==> src/rtl/dma_pkg.sv <==
// Package with constants and carriers for debug master arbitration and debug registers
package dma_pkg;
   localparam logic [17:0] DMA_CCR_HOLD_ADDR = 18'h3ff06;
   localparam logic [17:0] DMA_PAGE_IDX_ADDR = 18'h3ff08;
   localparam logic [7:0] DMA_CCR_RESET_SSC = 8'hd8;
   localparam logic [7:0] DMA_CCR_RESET_OTHER = 8'h00;
   localparam logic [7:0] DMA_PAGE_IDX_RESET = 8'h00;
   localparam int DMA_PAGE_EN_BIT = 7;
   localparam logic [7:0] DMA_PAGE_IDX_MASK = 8'h8f;
   localparam int DMA_STALL_LIMIT = 128;
   localparam int DMA_CNT_W = 8;

   typedef struct packed {
      logic req;
      logic [17:0] addr;
      logic globalAcc;
   } dma_req_s;

   typedef enum logic [1:0] {
      DMA_IDLE = 2'b00,
      DMA_CORE = 2'b01,
      DMA_DRAIN = 2'b11,
      DMA_DEBUG = 2'b10
   } dma_state_e;
endpackage

==> src/rtl/dma_debug_arb.sv <==
// Target bus arbiter between core and debug unit, with the debug holding registers
`timescale 1ns/1ps
module dma_debug_arb
   import dma_pkg::*;
#(
   parameter int STALL_LIMIT = DMA_STALL_LIMIT
) (
   input wire logic clk,
   input wire logic reset_n,
   input wire logic specialSingleChip,
   input wire logic secured,
   input wire logic coreReq,
   input wire logic coreOpDone,
   input wire logic dbgReq,
   input wire logic dbgGlobal,
   input wire logic dbgRegCmd,
   input wire logic dbgWrite,
   input wire logic [17:0] dbgAddr,
   input wire logic [7:0] dbgWdata,
   input wire logic dbgActivate,
   input wire logic [7:0] coreCcr,
   output logic coreGrant_ff,
   output logic dbgGrant_ff,
   output logic coreStall_ff,
   output logic [7:0] dbgRdata_ff,
   output logic [7:0] restoreCcr_ff,
   output logic pageEnable_ff,
   output logic [3:0] pageSelect_ff,
   output logic dbgGlobalOut_ff,
   output logic irqOut_ff
);
   // ****************************************
   // Arbitration
   // ****************************************
   dma_state_e state_ff;
   dma_state_e nxt_state;
   logic [DMA_CNT_W-1:0] stallCnt_ff;
   logic strapSeen_ff;
   logic [7:0] ccrHold_ff;
   logic [7:0] pageIdx_ff;
   logic regHit;
   logic ccrHit;
   logic pageHit;
   logic escalate;

   assign escalate = (stallCnt_ff >= DMA_CNT_W'(STALL_LIMIT));

   always_comb begin
      nxt_state = state_ff;
      unique case (state_ff)
         DMA_IDLE: begin
            if (coreReq) begin
               nxt_state = DMA_CORE;
            end else if (dbgReq) begin
               nxt_state = DMA_DEBUG;
            end
         end
         DMA_CORE: begin
            if (dbgReq && escalate) begin
               nxt_state = coreOpDone ? DMA_DEBUG : DMA_DRAIN;
            end else if (!coreReq) begin
               nxt_state = DMA_IDLE;
            end
         end
         DMA_DRAIN: begin
            if (coreOpDone) begin
               nxt_state = DMA_DEBUG;
            end
         end
         DMA_DEBUG: begin
            if (!dbgReq) begin
               nxt_state = DMA_IDLE;
            end
         end
      endcase
   end

   always_ff @(posedge clk or negedge reset_n) begin
      if (!reset_n) begin
         state_ff <= DMA_IDLE;
      end else begin
         state_ff <= nxt_state;
      end
   end

   // One-hot grants from the state keep the two masters exclusive
   always_ff @(posedge clk or negedge reset_n) begin
      if (!reset_n) begin
         coreGrant_ff <= 1'b0;
         dbgGrant_ff <= 1'b0;
         coreStall_ff <= 1'b0;
      end else begin
         coreGrant_ff <= (nxt_state == DMA_CORE) || (nxt_state == DMA_DRAIN);
         dbgGrant_ff <= (nxt_state == DMA_DEBUG);
         coreStall_ff <= (nxt_state == DMA_DEBUG) && coreReq;
      end
   end

   // Counts only a continuous wait
   always_ff @(posedge clk or negedge reset_n) begin
      if (!reset_n) begin
         stallCnt_ff <= '0;
      end else if (!dbgReq || dbgGrant_ff) begin
         stallCnt_ff <= '0;
      end else if (!escalate) begin
         stallCnt_ff <= stallCnt_ff + DMA_CNT_W'(1);
      end
   end

   always_ff @(posedge clk or negedge reset_n) begin
      if (!reset_n) begin
         irqOut_ff <= 1'b0;
      end else begin
         irqOut_ff <= 1'b0;
      end
   end

   // ****************************************
   // Debug registers
   // ****************************************
   // Full address compare, shared by both register decodes
   function automatic logic addrIs(input logic [17:0] a, input logic [17:0] t);
      return a == t;
   endfunction

   assign regHit = dbgReq && dbgGrant_ff && !secured;
   assign ccrHit = regHit && addrIs(dbgAddr, DMA_CCR_HOLD_ADDR);
   assign pageHit = regHit && addrIs(dbgAddr, DMA_PAGE_IDX_ADDR);

   // Mode strap sampled after release, since async reset takes constants only
   always_ff @(posedge clk or negedge reset_n) begin
      if (!reset_n) begin
         strapSeen_ff <= 1'b0;
         ccrHold_ff <= DMA_CCR_RESET_OTHER;
      end else if (!strapSeen_ff) begin
         strapSeen_ff <= 1'b1;
         ccrHold_ff <= specialSingleChip ? DMA_CCR_RESET_SSC : DMA_CCR_RESET_OTHER;
      end else if (dbgActivate) begin
         ccrHold_ff <= coreCcr;
      end else if (ccrHit && dbgWrite) begin
         ccrHold_ff <= dbgWdata;
      end
   end

   always_ff @(posedge clk or negedge reset_n) begin
      if (!reset_n) begin
         pageIdx_ff <= DMA_PAGE_IDX_RESET;
      end else if (pageHit && dbgWrite) begin
         pageIdx_ff <= dbgWdata & DMA_PAGE_IDX_MASK;
      end
   end

   always_ff @(posedge clk or negedge reset_n) begin
      if (!reset_n) begin
         dbgRdata_ff <= 8'h00;
         restoreCcr_ff <= DMA_CCR_RESET_OTHER;
         pageEnable_ff <= 1'b0;
         pageSelect_ff <= 4'h0;
         dbgGlobalOut_ff <= 1'b0;
      end else begin
         dbgRdata_ff <= ccrHit ? ccrHold_ff : (pageHit ? pageIdx_ff : 8'h00);
         restoreCcr_ff <= ccrHold_ff;
         pageEnable_ff <= pageIdx_ff[DMA_PAGE_EN_BIT];
         pageSelect_ff <= pageIdx_ff[3:0];
         dbgGlobalOut_ff <= dbgGlobal && !dbgRegCmd;
      end
   end
endmodule // dma_debug_arb

==> config.mk <==
export PLATFORM = sky130hd
export DESIGN_NAME = dma_debug_arb
export DESIGN_NICKNAME = d
export VERILOG_FILES = /design/src/rtl/dma_pkg.sv /design/src/rtl/dma_debug_arb.sv
export SDC_FILE = /design/constraint.sdc
export NUM_CORES = 1
export LEC_CHECK = 0
export ABC_AREA = 0
export BUFFER_PORTS_ARGS = -buffer_cell sky130_fd_sc_hd__clkbuf_2
export CORE_AREA = 2 2 70 72
export DETAILED_ROUTE_END_ITERATION = 8
export DIE_AREA = 0 0 72 74
export GPL_ROUTABILITY_DRIVEN = 0
export PLACE_DENSITY = 0.71
export SLEW_MARGIN = 30
export SYNTH_ARGS = -nofsm -noshare
export SYNTH_HDL_FRONTEND = slang
export SYNTH_SLANG_ARGS = --single-unit
==> constraint.sdc <==
create_clock -name clk -period 1.5 [get_ports clk]
set_clock_uncertainty 0.1 [all_clocks]
set_input_delay 0.3 -clock clk [delete_from_list [all_inputs] [get_ports clk]]
set_output_delay 0.3 -clock clk [all_outputs]
set_load 0.1 [all_outputs]
After elaboration in Yosys (flattened, before gate mapping)
Cells that the tools add are included.
{"block": "totals", "regBits": 49, "wordCells": 56, "inputBits": 45, "output_inout_bits": 26}
{"block": "op_classes", "reduce_logical": 15, "n_addsub": 1, "n_eq_ne": 10, "muxes": 16, "n_lt_le_gt_ge": 1}
{"op": "$mux 8", "count": 8}
{"op": "$eq 18x18->1 const B", "count": 2}
{"op": "$mux 2", "count": 6}
{"op": "$logic_and 1x1->1", "count": 9}
{"op": "$add 8x1->8 const B", "count": 1}
{"op": "$eq 2x2->1 const B", "count": 4}
{"op": "$ge 8x8->1 const B", "count": 1}
{"op": "$pmux 2 s4", "count": 1}
{"op": "$eq 2x1->1 const B", "count": 2}
{"op": "$logic_not 1->1", "count": 3}
{"op": "$ne 3x2->1 const B", "count": 1}
{"op": "$logic_not 2->1", "count": 1}
{"op": "$logic_or 1x1->1", "count": 2}
{"op": "$ne 2x1->1 const B", "count": 1}
{"op": "$mux 1", "count": 1}

Depth between registers and ports, before layout
Gate-level depths: netlist of the first run.
{"block": "logic_depth", "ltp_word": 7, "depth_mapped": 5, "mapped_depth_nobuf": 4}

Worst setup path after synthesis of the first run
No wires, ideal clock.
{"block": "synth_timing", "path_type": "flip-flop to flip-flop", "start": "register dbgGrant_ff", "end": "register pageIdx_ff[0]", "setup_ps": 128, "synth_period_minus_slack_ps": 2265, "path_buffers": 1, "arrival_ps": 2038, "required_ps": 1272, "path_slack_ps": -765, "stages_incl_launch_ff": 6, "path_cell_list": "dfrtp_1 > nand4b_1 > nor3_1 > buf_2 > nand4_2 > mux2_1"}
{"block": "synth_between", "elab_chain_cells": 4}
{"item": "from (decl)", "line_no": "dma_debug_arb.sv:23", "source": "output logic dbgGrant_ff,"}
{"item": "from (signal assigned)", "line_no": "dma_debug_arb.sv:94", "source": "dbgGrant_ff <= (nxt_state == DMA_DEBUG);"}
{"item": "$logic_and 1x1->1 (2 in series)", "line_no": "dma_debug_arb.sv:126", "source": "assign regHit = dbgReq && dbgGrant_ff && !secured;"}
{"item": "$logic_and 1x1->1", "line_no": "dma_debug_arb.sv:128", "source": "assign pageHit = regHit && addrIs(dbgAddr, DMA_PAGE_IDX_ADDR);"}
{"item": "$logic_and 1x1->1", "line_no": "dma_debug_arb.sv:148", "source": "end else if (pageHit && dbgWrite) begin"}
{"item": "to (signal assigned)", "line_no": "dma_debug_arb.sv:149", "source": "pageIdx_ff <= dbgWdata & DMA_PAGE_IDX_MASK;"}
{"item": "to (decl)", "line_no": "dma_debug_arb.sv:40", "source": "logic [7:0] pageIdx_ff;"}
Every way passes these cells.
A chain may end at the register's enable or synchronous reset.

Final worst setup path of the first run
{"block": "layout_timing", "start": "register dbgGrant_ff", "end": "register ccrHold_ff[2]"}
{"block": "layout_between", "elab_chain_cells": 5}
{"item": "$logic_and 1x1->1 (2 in series)", "line_no": "dma_debug_arb.sv:126"}
{"item": "$logic_and 1x1->1", "line_no": "dma_debug_arb.sv:127", "source": "assign ccrHit = regHit && addrIs(dbgAddr, DMA_CCR_HOLD_ADDR);"}
{"item": "$logic_and 1x1->1", "line_no": "dma_debug_arb.sv:140", "source": "end else if (ccrHit && dbgWrite) begin"}
{"item": "$ne 3x2->1 (no source line)"}
{"item": "to (signal assigned)", "line_no": "dma_debug_arb.sv:137", "source": "ccrHold_ff <= specialSingleChip ? DMA_CCR_RESET_SSC : DMA_CCR_RESET_OTHER;"}
{"item": "to (signal assigned)", "line_no": "dma_debug_arb.sv:139", "source": "ccrHold_ff <= coreCcr;"}
{"item": "to (signal assigned)", "line_no": "dma_debug_arb.sv:141", "source": "ccrHold_ff <= dbgWdata;"}
{"item": "to (decl)", "line_no": "dma_debug_arb.sv:39", "source": "logic [7:0] ccrHold_ff;"}
Every way passes these cells.

==> results.txt, run 1 <==
Placement Cell Area: 2820 um^2
Final Cell Area: 2940 um^2
Setup crit start kind: flip-flop
crit-path cells: nand4b_1 > or4b_4 > o21ai_1 > a31oi_1
critical path class: flip-flop to flip-flop
All-Layer GR Usage: 0.170
power density over the cells: 948 nW/um^2
# rows: 25
Synth Flop Type: dfrtp_1
status: finished, violations left
RSZ-0062 raised after global routing: yes
MaxCap Viol Count: 0
Starting Density: 0.425
die height: 74 um
final WL: 4120 um
part of the power in registers: 0.516
largest family of logic cells by synthesized area: simple AND/OR/NAND/NOR gates
Worst-Skew Late Latency: 0.29 ns
grt ovf: 0
Int Pwr: 0.00193 W
vias per std cell: 5.09
YS warnings: 0
Synth Register Bits: 48
TritonRoute pass-1 iters: 4
hold path cells: 2
DP Wirelength: 3270 um
NumNets Final: 294
Mapped Nets: 211
CP required: 1.56 ns
FF/Latch Area: 1210 um^2
NetSw: 0.000855 W
CTS buffer count: 5
die footprint: 5330 um^2
post-layout min period: 1.70 ns
post-synthesis xor/xnor area fraction: 0.0269
port buffer count: 69
WL/cell: 13.7 um
Hold Fails Final Rpt: 0
Max Root-Sink Buffers: 2
Critical Path Sink Type: flip-flop
Avg Cell Area, Syn: 11.9 um^2
# diodes: 0
Hold Crit Class: primary input to flip-flop
hold_ws: 0.0530 ns
vias in the first global route: 1480
CP Max Fanout: 8
1st-iter DRT viols: 40
register area share after synthesis: 0.615
multiplexer share of the synthesized area: 0.0339
Gate power share: 0.240
EDFF count, synth: 0
Worst R2R Path Depth: 4
most common cell after layout, fill and taps aside: dfrtp_1
Post-Synth Adder-Cell Area: 0.0128
arrival time worst endpoint: 1.75 ns
Synth Area in Simple Gates: 0.161
Worst path max stage delay: 0.62 ns
largest net degree at the start of global routing: 23
Final ANT Viol Nets: 0
io pins: 71
antenna violations before repair: 0
most frequent cells in the layout: dfrtp_1, clkbuf_2, buf_12, buf_4
CTS Sinks: 48
post-synthesis compound-gate area fraction: 0.119
CTS Root Cell: clkbuf_8
crit share post-route: 1.13
peak supply drop: 0.000520 V
final core utilization: 0.638
worst slack, placed: -0.329 ns
via count: 1528
synthesized area: 1950 um^2
CTS tree: done
CP Depth: 4
Clock transition at path regs: 0.08 ns
first-pass GRT wire length: 6910 um
setup TNS: -2.67 ns
Core ar.: 4600 um^2
Max Clk Rate: 589 MHz
layout cells sized above 1: 0.415
# DRC: 0
Cell variety after synth: 36
Syn Inst Count: 164
htree depth: 2
Slew Limit Fails: 0
WP buf/inv: 0
Slowest-stage cell, CP: or4b_4
post-route setup slack: -0.197 ns
die width: 72 um
Fill cells: 344
area delta synth->final: 50.2%
clock power share: 0.243
Post-synth ARST share: 1.00
switching share of power: 0.307
Leakage: 1.45 nW
final setup violation count: 20
failing checks: negative setup slack
family with the most delay on the worst path: simple AND/OR/NAND/NOR gates
area of the multi-input gates: 747 um^2
## repair_timing
item,4_1_cts,5_1_grt
endpoints found under the setup margin,21,21
setup buffers,1,1
resized for setup,6,1
pin swaps,4,3
hold endpoints to repair,15,0
hold buffers,1,0
## cells in the mapped netlist (5+ instances only)
cell,count,share of area
nand2_1,5,0.0096
a31oi_1,9,0.029
and3_1,9,0.029
a22o_1,5,0.022
nor2_1,9,0.017
a21oi_1,5,0.013
o21ai_1,8,0.020
dfrtp_1,48,0.61
mux2_1,5,0.029
o21ai_0,5,0.013
## cells by family (layout without fill, tap and decap cells)
logic type	Yosys count	after routing
buffers and inverters	12	94
AO/OA/AOI/OAI	38	38
XOR/XNOR	6	6
multiplexers	6	6
other	2	2
adder cells (fa/ha/maj)	2	2
flip-flops	48	48
AND/OR/NAND/NOR	50	50
## flip-flops by register name (all words and copies together), names as in the netlist
signal	flops
ccrHold_ff	8
coreStall_ff	1
dbgGlobalOut_ff	1
dbgGrant_ff	1
dbgRdata_ff	8
pageEnable_ff	1
pageIdx_ff	5
pageSelect_ff	4
restoreCcr_ff	8
stallCnt_ff	8
state_ff	2
strapSeen_ff	1
## power groups by stage
| stage | clock network, W | logic [W] | registers (W) |
|---|---|---|---|
| finish | 0.000677 | 0.000669 | 0.00144 |
| global route | 0.000753 | 0.000713 | 0.00145 |
| CTS | 0.000699 | 0.000675 | 0.00144 |
| detailed placement | 0 | 0.000671 | 0.00146 |
| global placement | 0 | 0.000661 | 0.00146 |
| floorplan | 0 | 0.000134 | 0.00169 |
## path summary, 6_finish.rpt
kind	slack, ns	startpoint	end
worst min register to register	0.31	ccrHold_ff[6]$_DFFE_PN0P_	restoreCcr_ff[6]$_DFF_PN0_
worst min-delay path	0.05	dbgRegCmd	dbgGlobalOut_ff$_DFF_PN0_
max in group asynchronous	0.40	reset_n	restoreCcr_ff[1]$_DFF_PN0_
min in group asynchronous	0.39	reset_n	dbgGrant_ff$_DFF_PN0_
worst max register to register	-0.20	dbgGrant_ff$_DFF_PN0_	ccrHold_ff[2]$_DFFE_PN0P_
worst max-delay path	-0.20	dbgGrant_ff$_DFF_PN0_	ccrHold_ff[2]$_DFFE_PN0P_
## through the flow
stage,total power [W],std cells
3_5_place_dp,0.00213,292
6_report,0.00278,300
4_1_cts,0.00281,299
5_1_grt,0.00291,300
3_3_place_gp,0.00212,292
2_1_floorplan,0.00183,164
## metal layers
metal,GRT usage,up-vias,routed length [um]
met4,0.0566,0,58
met5,0,-,0
met1,0.223,718,1810
li1,-,750,-
met3,0.0420,6,238
met2,0.282,54,2010
## cell type report
cell class	count	area share
Sequential cell	48	0.411
Timing Repair Buffer	84	0.282
Multi-Input combinational cell	104	0.254
Clock buffer	6	0.0247
Tap cell	54	0.0230
Inverter	4	0.00512
Power figures use the tool's default switching activity.
==> run 2, diff against run 1 <==
Settings changed: ABC_AREA 0 to 1, BUFFER_PORTS_ARGS -buffer_cell sky130_fd_sc_hd__clkbuf_2 to unset, CORE_AREA 2 2 70 72 to 2 2 72 74, DIE_AREA 0 0 72 74 to 0 0 74 76, DONT_BUFFER_PORTS set to 1, PLACE_DENSITY 0.71 to 0.58.
==> run 2 against run 1 <==
  * The flow finishes with violations (negative hold slack)
  * First-iteration DRC count increased by 55%
  * Worst hold slack got worse by 0.46 ns
  * Clock power increased by 3.5%
  * Highest routed layer unchanged
  * Area after synthesis increased by 9.0%
  * Final cell count increased by 13%
  * Core utilization decreased by 12 points
  * Combinational power increased by 8.2%
  * Via count increased by 4.1%
  * Non-clock buffer count decreased by 53
  * Flip-flop and latch count unchanged
  * Wire length increased by 0.12%
==> results.txt, run 2 <==
status: finished, violations left
failing checks: negative hold slack
YS warnings: 0
WP buf/inv: 1
Synth top area share: 0.564
Post-CTS Setup Bufs: 0
Synth area leaders: dfrtp_1, nand2_1, inv_1
cell taking the most area after synthesis: dfrtp_1
Synth Flop Type: dfrtp_1
Fill cells: 486
DP Wirelength: 3220 um
crit-path cells: buf_4
vias in the first global route: 1527
Core ar.: 4910 um^2
All-Layer GR Usage: 0.159
most common cell after layout, fill and taps aside: nand2_1
CP required: 1.10 ns
die footprint: 5620 um^2
Hold Crit Class: primary input to asynchronous set/reset pin
via count: 1590
Synth top cells by count: nand2_1, dfrtp_1, inv_1
EDFF count, synth: 0
hold_ws: -0.410 ns
register area share after synthesis: 0.564
CTS Root Cell: clkbuf_8
Leakage: 1.31 nW
area delta synth->final: 18.7%
synthesized area: 2130 um^2
first-pass GRT wire length: 6750 um
grt ovf: 0
CTS tree: done
critical path class: flip-flop to primary output
Avg Cell Area, Syn: 9.07 um^2
arrival time worst endpoint: 1.05 ns
post-layout min period: 1.45 ns
CP Max Fanout: 4
placed cell count: 331
Post-synth ARST share: 1.00
die height: 76 um
peak supply drop: 0.000431 V
worst slack, placed: 0.0753 ns
die width: 74 um
# diodes: 0
Cell variety after synth: 24
CTS Sinks: 48
antenna violations before repair: 0
Starting Density: 0.434
Max Clk Rate: 690 MHz
most numerous cell in the Yosys netlist: nand2_1
crit share post-route: 0.966
Synth Register Bits: 48
# DRC: 0
io pins: 71
htree depth: 2
power density over the cells: 1150 nW/um^2
Critical Path Sink Type: primary output
WL/cell: 12.1 um
vias per std cell: 4.68
most frequent cells in the layout: nand2_1, dfrtp_1, buf_4, inv_1, nor2_1
Clock transition at path regs: 0.08 ns
CTS hold repair buffers: 2
TritonRoute pass-1 iters: 4
post-route insts no fill: 340
Final ANT Viol Nets: 0
Max Root-Sink Buffers: 2
Worst path max stage delay: 0.51 ns
Slew Limit Fails: 0
Setup crit start kind: flip-flop
layout cells sized above 1: 0.211
Syn Inst Count: 235
CTS buffer count: 5
Hold Fails Final Rpt: 48
final WL: 4120 um
Worst-Skew Late Latency: 0.29 ns
Mapped Nets: 282
final setup violation count: 0
largest net degree at the start of global routing: 49
MaxCap Viol Count: 0
post-route setup slack: 0.0503 ns
# rows: 26
NumNets Final: 317
Slowest-stage cell, CP: dfrtp_4
1st-iter DRT viols: 62
family with the most delay on the worst path: flip-flops
port buffer count: 0
RSZ-0062 raised after global routing: yes
-- run 2: cell type report --
type | instances | area, um^2 | area share
Clock buffer | 6 | 72.6 | 0.0287
Clock inverter | 1 | 5.00 | 0.00198
Inverter | 27 | 101 | 0.0401
Multi-Input combinational cell | 157 | 818 | 0.324
Sequential cell | 48 | 1210 | 0.477
Tap cell | 70 | 87.6 | 0.0346
Timing Repair Buffer | 31 | 238 | 0.0940
-- run 2: metrics by stage --
| stage | power (W) | cell area, um^2 | hold WS (ns) | TNS, ns | utilization |
|---|---|---|---|---|---|
| final | 0.00290 | 2530 | -0.410 | 0 | 0.515 |
| after global routing | 0.00306 | 2530 | -0.437 | -0.0208 | 0.515 |
| after CTS | 0.00294 | 2520 | -0.425 | 0 | 0.513 |
| after detailed placement | 0.00222 | 2420 | -0.0943 | 0 | 0.493 |
| after global placement | 0.00221 | 2420 | -0.0945 | 0 | 0.493 |
| after floorplan | 0.00207 | 2140 | -0.0956 | -0.259 | - |
-- run 2: cells by family after synthesis --
| kind of cell | share of synthesized area |
|---|---|
| AOI/OAI and AO/OA | 0.0875 |
| adders and majority gates | 0.0117 |
| buffers and inverters | 0.0558 |
| DFF | 0.564 |
| other | 0.00352 |
| and+or+nand+nor | 0.278 |
-- run 2: final timing paths --
kind	from	end	slack (ns)	cells past startpoint
max reg2reg	dbgGrant_ff$_DFF_PN0_	pageIdx_ff[2]$_DFFE_PN0P_	0.09	7
min reg2reg	ccrHold_ff[5]$_DFFE_PN0P_	restoreCcr_ff[5]$_DFF_PN0_	0.32	0
min in group clk	dbgWrite	pageIdx_ff[7]$_DFFE_PN0P_	0.06	2
max in group asynchronous	reset_n	dbgGrant_ff$_DFF_PN0_	1.60	0
max	dbgGrant_ff$_DFF_PN0_	dbgGrant_ff	0.05	1
min	reset_n	stallCnt_ff[1]$_DFFE_PN0P_	-0.41	0
-- run 2: where the power goes --
group	switching [W]	total (W)	internal (W)
combinational	0.000558	0.000724	0.000166
clock	0.000384	0.000701	0.000317
sequential	0.0000735	0.00147	0.00140
total	0.00102	0.00290	0.00188
-- run 2: per-layer routing --
| layer | track usage | wire [um] | vias to the layer above |
|---|---|---|---|
| li1 | - | - | 817 |
| met2 | 0.242 | 1950 | 52 |
| met3 | 0.0516 | 244 | 5 |
| met4 | 0.0655 | 56 | 0 |
| met1 | 0.207 | 1880 | 716 |
| met5 | 0 | 0 | - |
-- run 2: timing repair --
action	4_1_cts	5_1_grt
gates resized for setup	0	2
endpoints found under the hold margin	49	48
setup endpoints to repair	0	4
